==> src/pkg/hpd_pkg.sv <==
`default_nettype none
package hpd_pkg;
    // ------------------------------------------------------------
    // Register offsets
    // ------------------------------------------------------------
    localparam logic [7:0] OFS_PORT_OFF_SP  = 8'h0A;
    localparam logic [7:0] OFS_PORT_OFF_BP  = 8'h0B;
    localparam logic [7:0] OFS_DRAW_SP      = 8'h0C;
    localparam logic [7:0] OFS_DRAW_BP      = 8'h0D;
    localparam logic [7:0] OFS_CTRL_DRAW_SP = 8'h0E;
    // ------------------------------------------------------------
    // Fields and reset values
    // ------------------------------------------------------------
    localparam int         RENUMBER_BIT     = 3;
    localparam logic [7:0] RST_PORT_OFF     = 8'h00;
    localparam logic [7:0] RST_DRAW         = 8'h00;
    localparam logic [7:0] RST_CTRL_DRAW_SP = 8'h32;
    localparam logic [7:0] MASK_RSVD0       = 8'hFE;
    localparam int         SYNC_STAGES      = 3;
endpackage : hpd_pkg
`default_nettype wire

==> src/rtl/hpd_sync.sv <==
`timescale 1ns/100ps
`default_nettype none
module hpd_sync #(
    parameter int W = 1
) (
    // Clock and reset
    input  wire logic         clk_sys_i,
    input  wire logic         rst_i,
    input  wire logic         ce_i,
    // Data
    input  wire logic [W-1:0] async_i,
    output logic      [W-1:0] sync_o
);
    logic [W-1:0] s1;
    logic [W-1:0] s2;
    logic [W-1:0] s3;

    // ------------------------------------------------------------
    // Three stages; a change counts once stages two and three agree
    // ------------------------------------------------------------
    always_ff @(posedge clk_sys_i or posedge rst_i) begin
        if (rst_i) begin
            s1     <= '0;
            s2     <= '0;
            s3     <= '0;
            sync_o <= '0;
        end else if (ce_i) begin
            s1 <= async_i;
            s2 <= s1;
            s3 <= s2;
            for (int i = 0; i < W; i++) begin
                if (s2[i] == s3[i]) begin
                    sync_o[i] <= s3[i];
                end
            end
        end
    end
endmodule // hpd_sync
`default_nettype wire

==> src/rtl/hpd_port_cfg.sv <==
`timescale 1ns/100ps
`default_nettype none
module hpd_port_cfg #(
    parameter int NPORT = 7
) (
    // Clock, reset, enable
    input  wire logic             clk_sys_i,
    input  wire logic             rst_i,
    input  wire logic             ce_i,
    // Configuration byte port
    input  wire logic             cfg_wr_i,
    input  wire logic [7:0]       cfg_addr_i,
    input  wire logic [7:0]       cfg_wdata_i,
    output logic      [7:0]       cfg_rdata_o,
    // Mode and strap pins
    input  wire logic             use_defaults_i,
    input  wire logic             self_powered_i,
    input  wire logic             port_renumber_enable_i,
    input  wire logic [NPORT:1]   port_off_strap_positive_i,
    input  wire logic [NPORT:1]   port_off_strap_negative_i,
    // Results to the hub core
    output logic      [NPORT:1]   port_off_o,
    output logic      [3:0]       enabled_count_o,
    output logic      [3*NPORT-1:0] phys_of_logical_o,
    output logic      [7:0]       supply_draw_o,
    output logic      [7:0]       controller_draw_o
);
    logic [7:0]       self_powered_port_off_mask;
    logic [7:0]       bus_powered_port_off_mask;
    logic [7:0]       self_powered_supply_draw;
    logic [7:0]       bus_powered_supply_draw;
    logic [7:0]       controller_draw_self_powered;
    logic [NPORT:1]   strap_p;
    logic [NPORT:1]   strap_m;
    logic             mode_sp;
    logic             renum;
    logic             use_def_s;
    logic [4:0]       wr_sel;
    logic [NPORT:1]   next_off;
    logic [3:0]       next_count;
    logic [3*NPORT-1:0] next_map;

    // ------------------------------------------------------------
    // Pin synchronisers
    // ------------------------------------------------------------
    hpd_sync #(.W(NPORT)) u_sync_p (
        .clk_sys_i (clk_sys_i),
        .rst_i     (rst_i),
        .ce_i      (ce_i),
        .async_i   (port_off_strap_positive_i),
        .sync_o    (strap_p)
    );
    hpd_sync #(.W(NPORT)) u_sync_m (
        .clk_sys_i (clk_sys_i),
        .rst_i     (rst_i),
        .ce_i      (ce_i),
        .async_i   (port_off_strap_negative_i),
        .sync_o    (strap_m)
    );
    // The defaults select is a board level too, so it is filtered like the straps
    hpd_sync #(.W(3)) u_sync_mode (
        .clk_sys_i (clk_sys_i),
        .rst_i     (rst_i),
        .ce_i      (ce_i),
        .async_i   ({use_defaults_i, self_powered_i, port_renumber_enable_i}),
        .sync_o    ({use_def_s, mode_sp, renum})
    );

    // ------------------------------------------------------------
    // Write decode
    // ------------------------------------------------------------
    always_comb begin
        wr_sel = 5'h00;
        // Writes to other offsets fall through and are ignored
        if (!(ce_i && cfg_wr_i)) begin
            wr_sel = 5'h00;
        end else if (cfg_addr_i == hpd_pkg::OFS_PORT_OFF_SP) begin
            wr_sel = 5'h01;
        end else if (cfg_addr_i == hpd_pkg::OFS_PORT_OFF_BP) begin
            wr_sel = 5'h02;
        end else if (cfg_addr_i == hpd_pkg::OFS_DRAW_SP) begin
            wr_sel = 5'h04;
        end else if (cfg_addr_i == hpd_pkg::OFS_DRAW_BP) begin
            wr_sel = 5'h08;
        end else if (cfg_addr_i == hpd_pkg::OFS_CTRL_DRAW_SP) begin
            wr_sel = 5'h10;
        end
    end

    // ------------------------------------------------------------
    // Configuration bytes, one flop group each
    // ------------------------------------------------------------
    always_ff @(posedge clk_sys_i or posedge rst_i) begin
        if (rst_i) begin
            self_powered_port_off_mask <= hpd_pkg::RST_PORT_OFF;
        end else if (wr_sel[0]) begin
            // Bit 0 is dropped on write since port zero does not exist
            self_powered_port_off_mask <= cfg_wdata_i & hpd_pkg::MASK_RSVD0;
        end
    end

    always_ff @(posedge clk_sys_i or posedge rst_i) begin
        if (rst_i) begin
            bus_powered_port_off_mask <= hpd_pkg::RST_PORT_OFF;
        end else if (wr_sel[1]) begin
            bus_powered_port_off_mask <= cfg_wdata_i & hpd_pkg::MASK_RSVD0;
        end
    end

    always_ff @(posedge clk_sys_i or posedge rst_i) begin
        if (rst_i) begin
            self_powered_supply_draw <= hpd_pkg::RST_DRAW;
        end else if (wr_sel[2]) begin
            self_powered_supply_draw <= cfg_wdata_i;
        end
    end

    always_ff @(posedge clk_sys_i or posedge rst_i) begin
        if (rst_i) begin
            bus_powered_supply_draw <= hpd_pkg::RST_DRAW;
        end else if (wr_sel[3]) begin
            bus_powered_supply_draw <= cfg_wdata_i;
        end
    end

    always_ff @(posedge clk_sys_i or posedge rst_i) begin
        if (rst_i) begin
            controller_draw_self_powered <= hpd_pkg::RST_CTRL_DRAW_SP;
        end else if (wr_sel[4]) begin
            controller_draw_self_powered <= cfg_wdata_i;
        end
    end

    // ------------------------------------------------------------
    // Read back, registered
    // ------------------------------------------------------------
    always_ff @(posedge clk_sys_i or posedge rst_i) begin
        if (rst_i) begin
            cfg_rdata_o <= 8'h00;
        end else if (ce_i) begin
            if (cfg_addr_i == hpd_pkg::OFS_PORT_OFF_SP) begin
                cfg_rdata_o <= self_powered_port_off_mask;
            end else if (cfg_addr_i == hpd_pkg::OFS_PORT_OFF_BP) begin
                cfg_rdata_o <= bus_powered_port_off_mask;
            end else if (cfg_addr_i == hpd_pkg::OFS_DRAW_SP) begin
                cfg_rdata_o <= self_powered_supply_draw;
            end else if (cfg_addr_i == hpd_pkg::OFS_DRAW_BP) begin
                cfg_rdata_o <= bus_powered_supply_draw;
            end else if (cfg_addr_i == hpd_pkg::OFS_CTRL_DRAW_SP) begin
                cfg_rdata_o <= controller_draw_self_powered;
            end else begin
                cfg_rdata_o <= 8'h00;
            end
        end
    end

    // ------------------------------------------------------------
    // Active off set, count and renumbering
    // ------------------------------------------------------------
    always_comb begin
        logic [3:0] k;
        k        = 4'h0;
        next_map = '0;
        // Straps: a port is off when either strap pin of it is high
        if (use_def_s) begin
            next_off = strap_p | strap_m;
        end else if (mode_sp) begin
            next_off = self_powered_port_off_mask[NPORT:1];
        end else begin
            next_off = bus_powered_port_off_mask[NPORT:1];
        end
        // Remap mode owns numbering elsewhere, so disables are not applied here
        if (renum) begin
            next_off = '0;
        end
        for (int p = 1; p <= NPORT; p++) begin
            if (!next_off[p]) begin
                next_map[3*k +: 3] = 3'(p);
                k = k + 4'h1;
            end
        end
        next_count = k;
    end

    // ------------------------------------------------------------
    // Outputs to the hub core
    // ------------------------------------------------------------
    always_ff @(posedge clk_sys_i or posedge rst_i) begin
        if (rst_i) begin
            port_off_o <= '0;
        end else if (ce_i) begin
            port_off_o <= next_off;
        end
    end

    // Count and map move on the same edge as the off set, so they agree from the first enabled edge after reset
    always_ff @(posedge clk_sys_i or posedge rst_i) begin
        if (rst_i) begin
            enabled_count_o <= 4'h0;
        end else if (ce_i) begin
            enabled_count_o <= next_count;
        end
    end

    always_ff @(posedge clk_sys_i or posedge rst_i) begin
        if (rst_i) begin
            phys_of_logical_o <= '0;
        end else if (ce_i) begin
            phys_of_logical_o <= next_map;
        end
    end

    always_ff @(posedge clk_sys_i or posedge rst_i) begin
        if (rst_i) begin
            supply_draw_o <= hpd_pkg::RST_DRAW;
        end else if (ce_i) begin
            supply_draw_o <= mode_sp ? self_powered_supply_draw : bus_powered_supply_draw;
        end
    end

    always_ff @(posedge clk_sys_i or posedge rst_i) begin
        if (rst_i) begin
            controller_draw_o <= hpd_pkg::RST_CTRL_DRAW_SP;
        end else if (ce_i) begin
            controller_draw_o <= controller_draw_self_powered;
        end
    end
endmodule // hpd_port_cfg
`default_nettype wire

==> config.mk <==
export PLATFORM = sky130hd
export DESIGN_NAME = hpd_port_cfg
export DESIGN_NICKNAME = d
export VERILOG_FILES = /design/src/pkg/hpd_pkg.sv /design/src/rtl/hpd_sync.sv /design/src/rtl/hpd_port_cfg.sv
export SDC_FILE = /design/constraint.sdc
export NUM_CORES = 1
export LEC_CHECK = 0
export BUFFER_PORTS_ARGS = -buffer_cell sky130_fd_sc_hd__buf_2
export CORE_ASPECT_RATIO = 0.9
export CORE_MARGIN = 8
export CORE_UTILIZATION = 61
export CTS_BUF_LIST = sky130_fd_sc_hd__clkbuf_4
export DETAILED_ROUTE_END_ITERATION = 16
export PLACE_DENSITY = 0.9
export SYNTH_ARGS = -nofsm -noshare
export SYNTH_HDL_FRONTEND = slang
export SYNTH_SLANG_ARGS = --single-unit
==> constraint.sdc <==
create_clock -name clk_sys_i -period 6.7 [get_ports clk_sys_i]
set_input_delay 1.34 -clock clk_sys_i [delete_from_list [all_inputs] [get_ports clk_sys_i]]
set_output_delay 1.34 -clock clk_sys_i [all_outputs]
set_load 0.01 [all_outputs]
==> run summary <==
Outcome -> completed
Switching part of the total -> 0.462
Area after DPL -> 8660 sq um
DR pass1 iterations -> 5
Drt drc -> 0
Die X-Extent -> 137 um
Synth top area share -> 0.482
Count of cell types in the netlist -> 70
FFs w/ async S/R, synth -> 1.00
Net Switching -> 2.19 mW
Required @ worst endpoint -> 7190 ps
WL met2 -> 8.57 mm
#FFs+latches synth -> 162
Post-Synthesis Cells -> 714
Final Hold Viols -> 0
Clock Skews -> 27.8 ps
Clk network pwr share -> 0.116
CTS H-tree depth -> 4
Relative slew slack -> 0.299
Die area -> 17200 sq um
Met3 WL -> 1.13 mm
Num CTS Buffers -> 17
Sequential area share after synthesis -> 0.502
CP Class -> reg -> reg
FF-to-FF End -> phys_of_logical_o[17]
Post-synth top area cell -> dfrtp_1
Number of hold buffers added after CTS -> 0
Pin count of the biggest net entering global routing -> 108
Comb power frac -> 0.610
Highest routed metal layer -> met4
Hold EP -> u_sync_p.sync_o[1]
Met1 wire length -> 7.94 mm
Lkg Pwr -> 4.11 nW
Flop-to-flop setup slack -> 680 ps
Hold Crit Start -> u_sync_p.s3[1]
CP max FO -> 10
Total GRT Usage -> 0.213
Setup crit end kind -> flop
Hpwl dp -> 12.9 mm
Total number of vias -> 5789
Die Y -> 125 um
DR iter-0 viols -> 460
Routability cong. -> 0.900
Worst hold margin -> 501 ps
Worst-Skew Late Latency -> 580 ps
RSZ-0062 raised after global routing -> false
Wire length per cell -> 18.5 um
Post_cts resized -> 0
Share of cells above drive strength 1 -> 0.327
Final-report setup violation count -> 0
Net count reported at finish -> 849
Area grow syn2layout -> 10.2%
Clock sinks -> 162
CP arrival -> 6510 ps
Clock Path Buffers -> 2
Fmax -> 166 MHz
VDD IR max -> 412 uV
Routed Antenna Nets -> 0
TritonCTS clock tree -> yes
Fin crit share -> 0.899
Initial Utilization -> 0.615
Setup TNS -> 0 ps
YS warnings -> 0
R2R depth -> 23
CTS root buf -> clkbuf_4
Main synth FF type -> dfrtp_1
Worst Max-Slew Pin Slew -> 1050 ps
Grt total ovfl -> 0
I/O pins -> 93
Mapped Area -> 8100 sq um
Antenna violations before repair -> 0
Slew Limit Fails -> 0
Vias in the first global route -> 5830
Final min period -> 6020 ps
IO Port Bufs -> 92
Tot Pwr -> 4.75 mW
Hold Crit Class -> reg -> reg
First-pass GRT wire length -> 29.4 mm
Pwr per Cell Area -> 532 nW/um^2
Final Instance Area -> 8920 sq um
Syn nets -> 769
Core Area -> 13200 sq um
Area contributors post-synth -> dfrtp_1 (48%), mux2_2 (15%), a21oi_1 (4.2%)
Reg-to-Reg Start -> u_sync_mode.sync_o[1]
Max-cap violations -> 0
Via/cell ratio -> 5.94
Site row count -> 40
Antenna Cells -> 0
EDFF count, synth -> 0
Total length of routed wires -> 18.0 mm
WHS Path Cells -> 2
Clk slew on worst S/H paths -> 140 ps
Worst setup SP type -> flop
P_int -> 2.55 mW
Synth Area per Inst -> 11.3 sq um
Post CTS Setup Buffer Count -> 0
Flop pwr share -> 0.274
worst max-delay path, cell delays in order (launching register included):
cell and delay [ps]:
dfrtp_1 610, buf_4 310, mux2i_1 250, nand2_1 80, o311a_1 160, inv_1 130, ha_1 270, o2111ai_1 170
and2_1 270, inv_1 120, ha_1 310, nor2_1 260, a21oi_1 150, ha_1 370, and2_1 180, a211oi_2 360
ha_1 330, mux2i_2 280, inv_1 110, ha_1 370, nand2b_1 130, nor3_1 440, nor3_1 120, a21oi_1 160
Yosys cell counts (3+ instances only):
| library cell | count |
|---|---|
| dfrtp_1 | 156 |
| mux2_2 | 105 |
| nor2_1 | 76 |
| a21oi_1 | 68 |
| mux2i_1 | 31 |
| nand2_1 | 30 |
| clkbuf_1 | 25 |
| nand2b_1 | 23 |
| ha_1 | 17 |
| nand3_1 | 17 |
| inv_1 | 16 |
| o21ai_0 | 12 |
| a31oi_1 | 9 |
| nor3_1 | 9 |
| xnor2_1 | 8 |
| nor2b_1 | 7 |
| o22a_1 | 7 |
| dfstp_2 | 6 |
| and2_1 | 4 |
| buf_1 | 4 |
| nand4_1 | 4 |
| o21a_1 | 4 |
| o221ai_1 | 4 |
| xnor2_2 | 4 |
| a211oi_1 | 3 |
| buf_2 | 3 |
| buf_4 | 3 |
| o211ai_1 | 3 |
| o311a_1 | 3 |
through the flow:
step,util,setup slack (ps),cells
2_1_floorplan,-,993,714
3_3_place_gp,0.658,1090,943
3_5_place_dp,0.658,832,943
4_1_cts,0.678,769,975
5_1_grt,0.678,273,975
6_report,0.678,677,975
layout by cell type, fill, tap and decap left out, types with 8 or more instances in the layout:
cell,n
dfrtp_1,156
mux2_2,105
buf_2,91
nor2_1,76
a21oi_1,68
mux2i_1,31
nand2_1,30
nand2b_1,23
clkbuf_4,18
nand3_1,17
ha_1,17
inv_1,15
o21ai_0,12
nor3_1,9
a31oi_1,9
xnor2_1,8
power by group through the flow:
stage	clock (mW)	combinational [mW]	sequential, mW
6_report	0.552	2.89	1.30
5_1_grt	0.605	3.13	1.33
4_1_cts	0.564	2.86	1.30
3_5_place_dp	0	2.84	1.32
3_3_place_gp	0	2.76	1.31
2_1_floorplan	0	2.20	1.32
cell families (layout without fill, tap and decap cells):
logic type,count (synthesis),count (layout),share of synthesized area
AND/OR/NAND/NOR,191,191,0.116
adder cells (fa/ha/maj),18,18,0.0287
buffers and inverters,53,146,0.0264
multiplexers,139,139,0.190
XOR/XNOR,16,16,0.0284
AO/OA/AOI/OAI,135,135,0.109
flip-flops,162,162,0.502
worst max-delay path by stage:
stage,cells after the start,from,to
finish,23,u_sync_mode.sync_o[1],phys_of_logical_o[17]
global route,23,u_sync_mode.sync_o[1],phys_of_logical_o[17]
CTS,23,u_sync_mode.sync_o[1],phys_of_logical_o[17]
detailed placement,23,u_sync_mode.sync_o[1],phys_of_logical_o[17]
global placement,23,u_sync_mode.sync_o[1],phys_of_logical_o[5]
floorplan,1,rst_i,bus_powered_port_off_mask[1]
registers in the layout, indices dropped and copies added (netlist names), 8 cells and up:
register                      count
phys_of_logical_o                21
bus_powered_supply_draw           8
cfg_rdata_o                       8
controller_draw_o                 8
controller_draw_self_powered      8
self_powered_supply_draw          8
supply_draw_o                     8
layout make-up:
class,instances,area (sq um)
clock buffer,18,135
fill,983,4240
sequential,162,4060
timing repair buffer,96,497
clock inverter,14,128
multi-input combinational,499,3820
tap,168,210
inverter,18,72.6
metal layers:
metal | GRT usage | vias to the layer above
met2 | 0.339 | 195
met3 | 0.0512 | 28
met1 | 0.281 | 2869
li1 | - | 2697
met4 | 0.0651 | 0
met5 | 0 | -
Note: power is estimated with default switching activity, not from simulation.
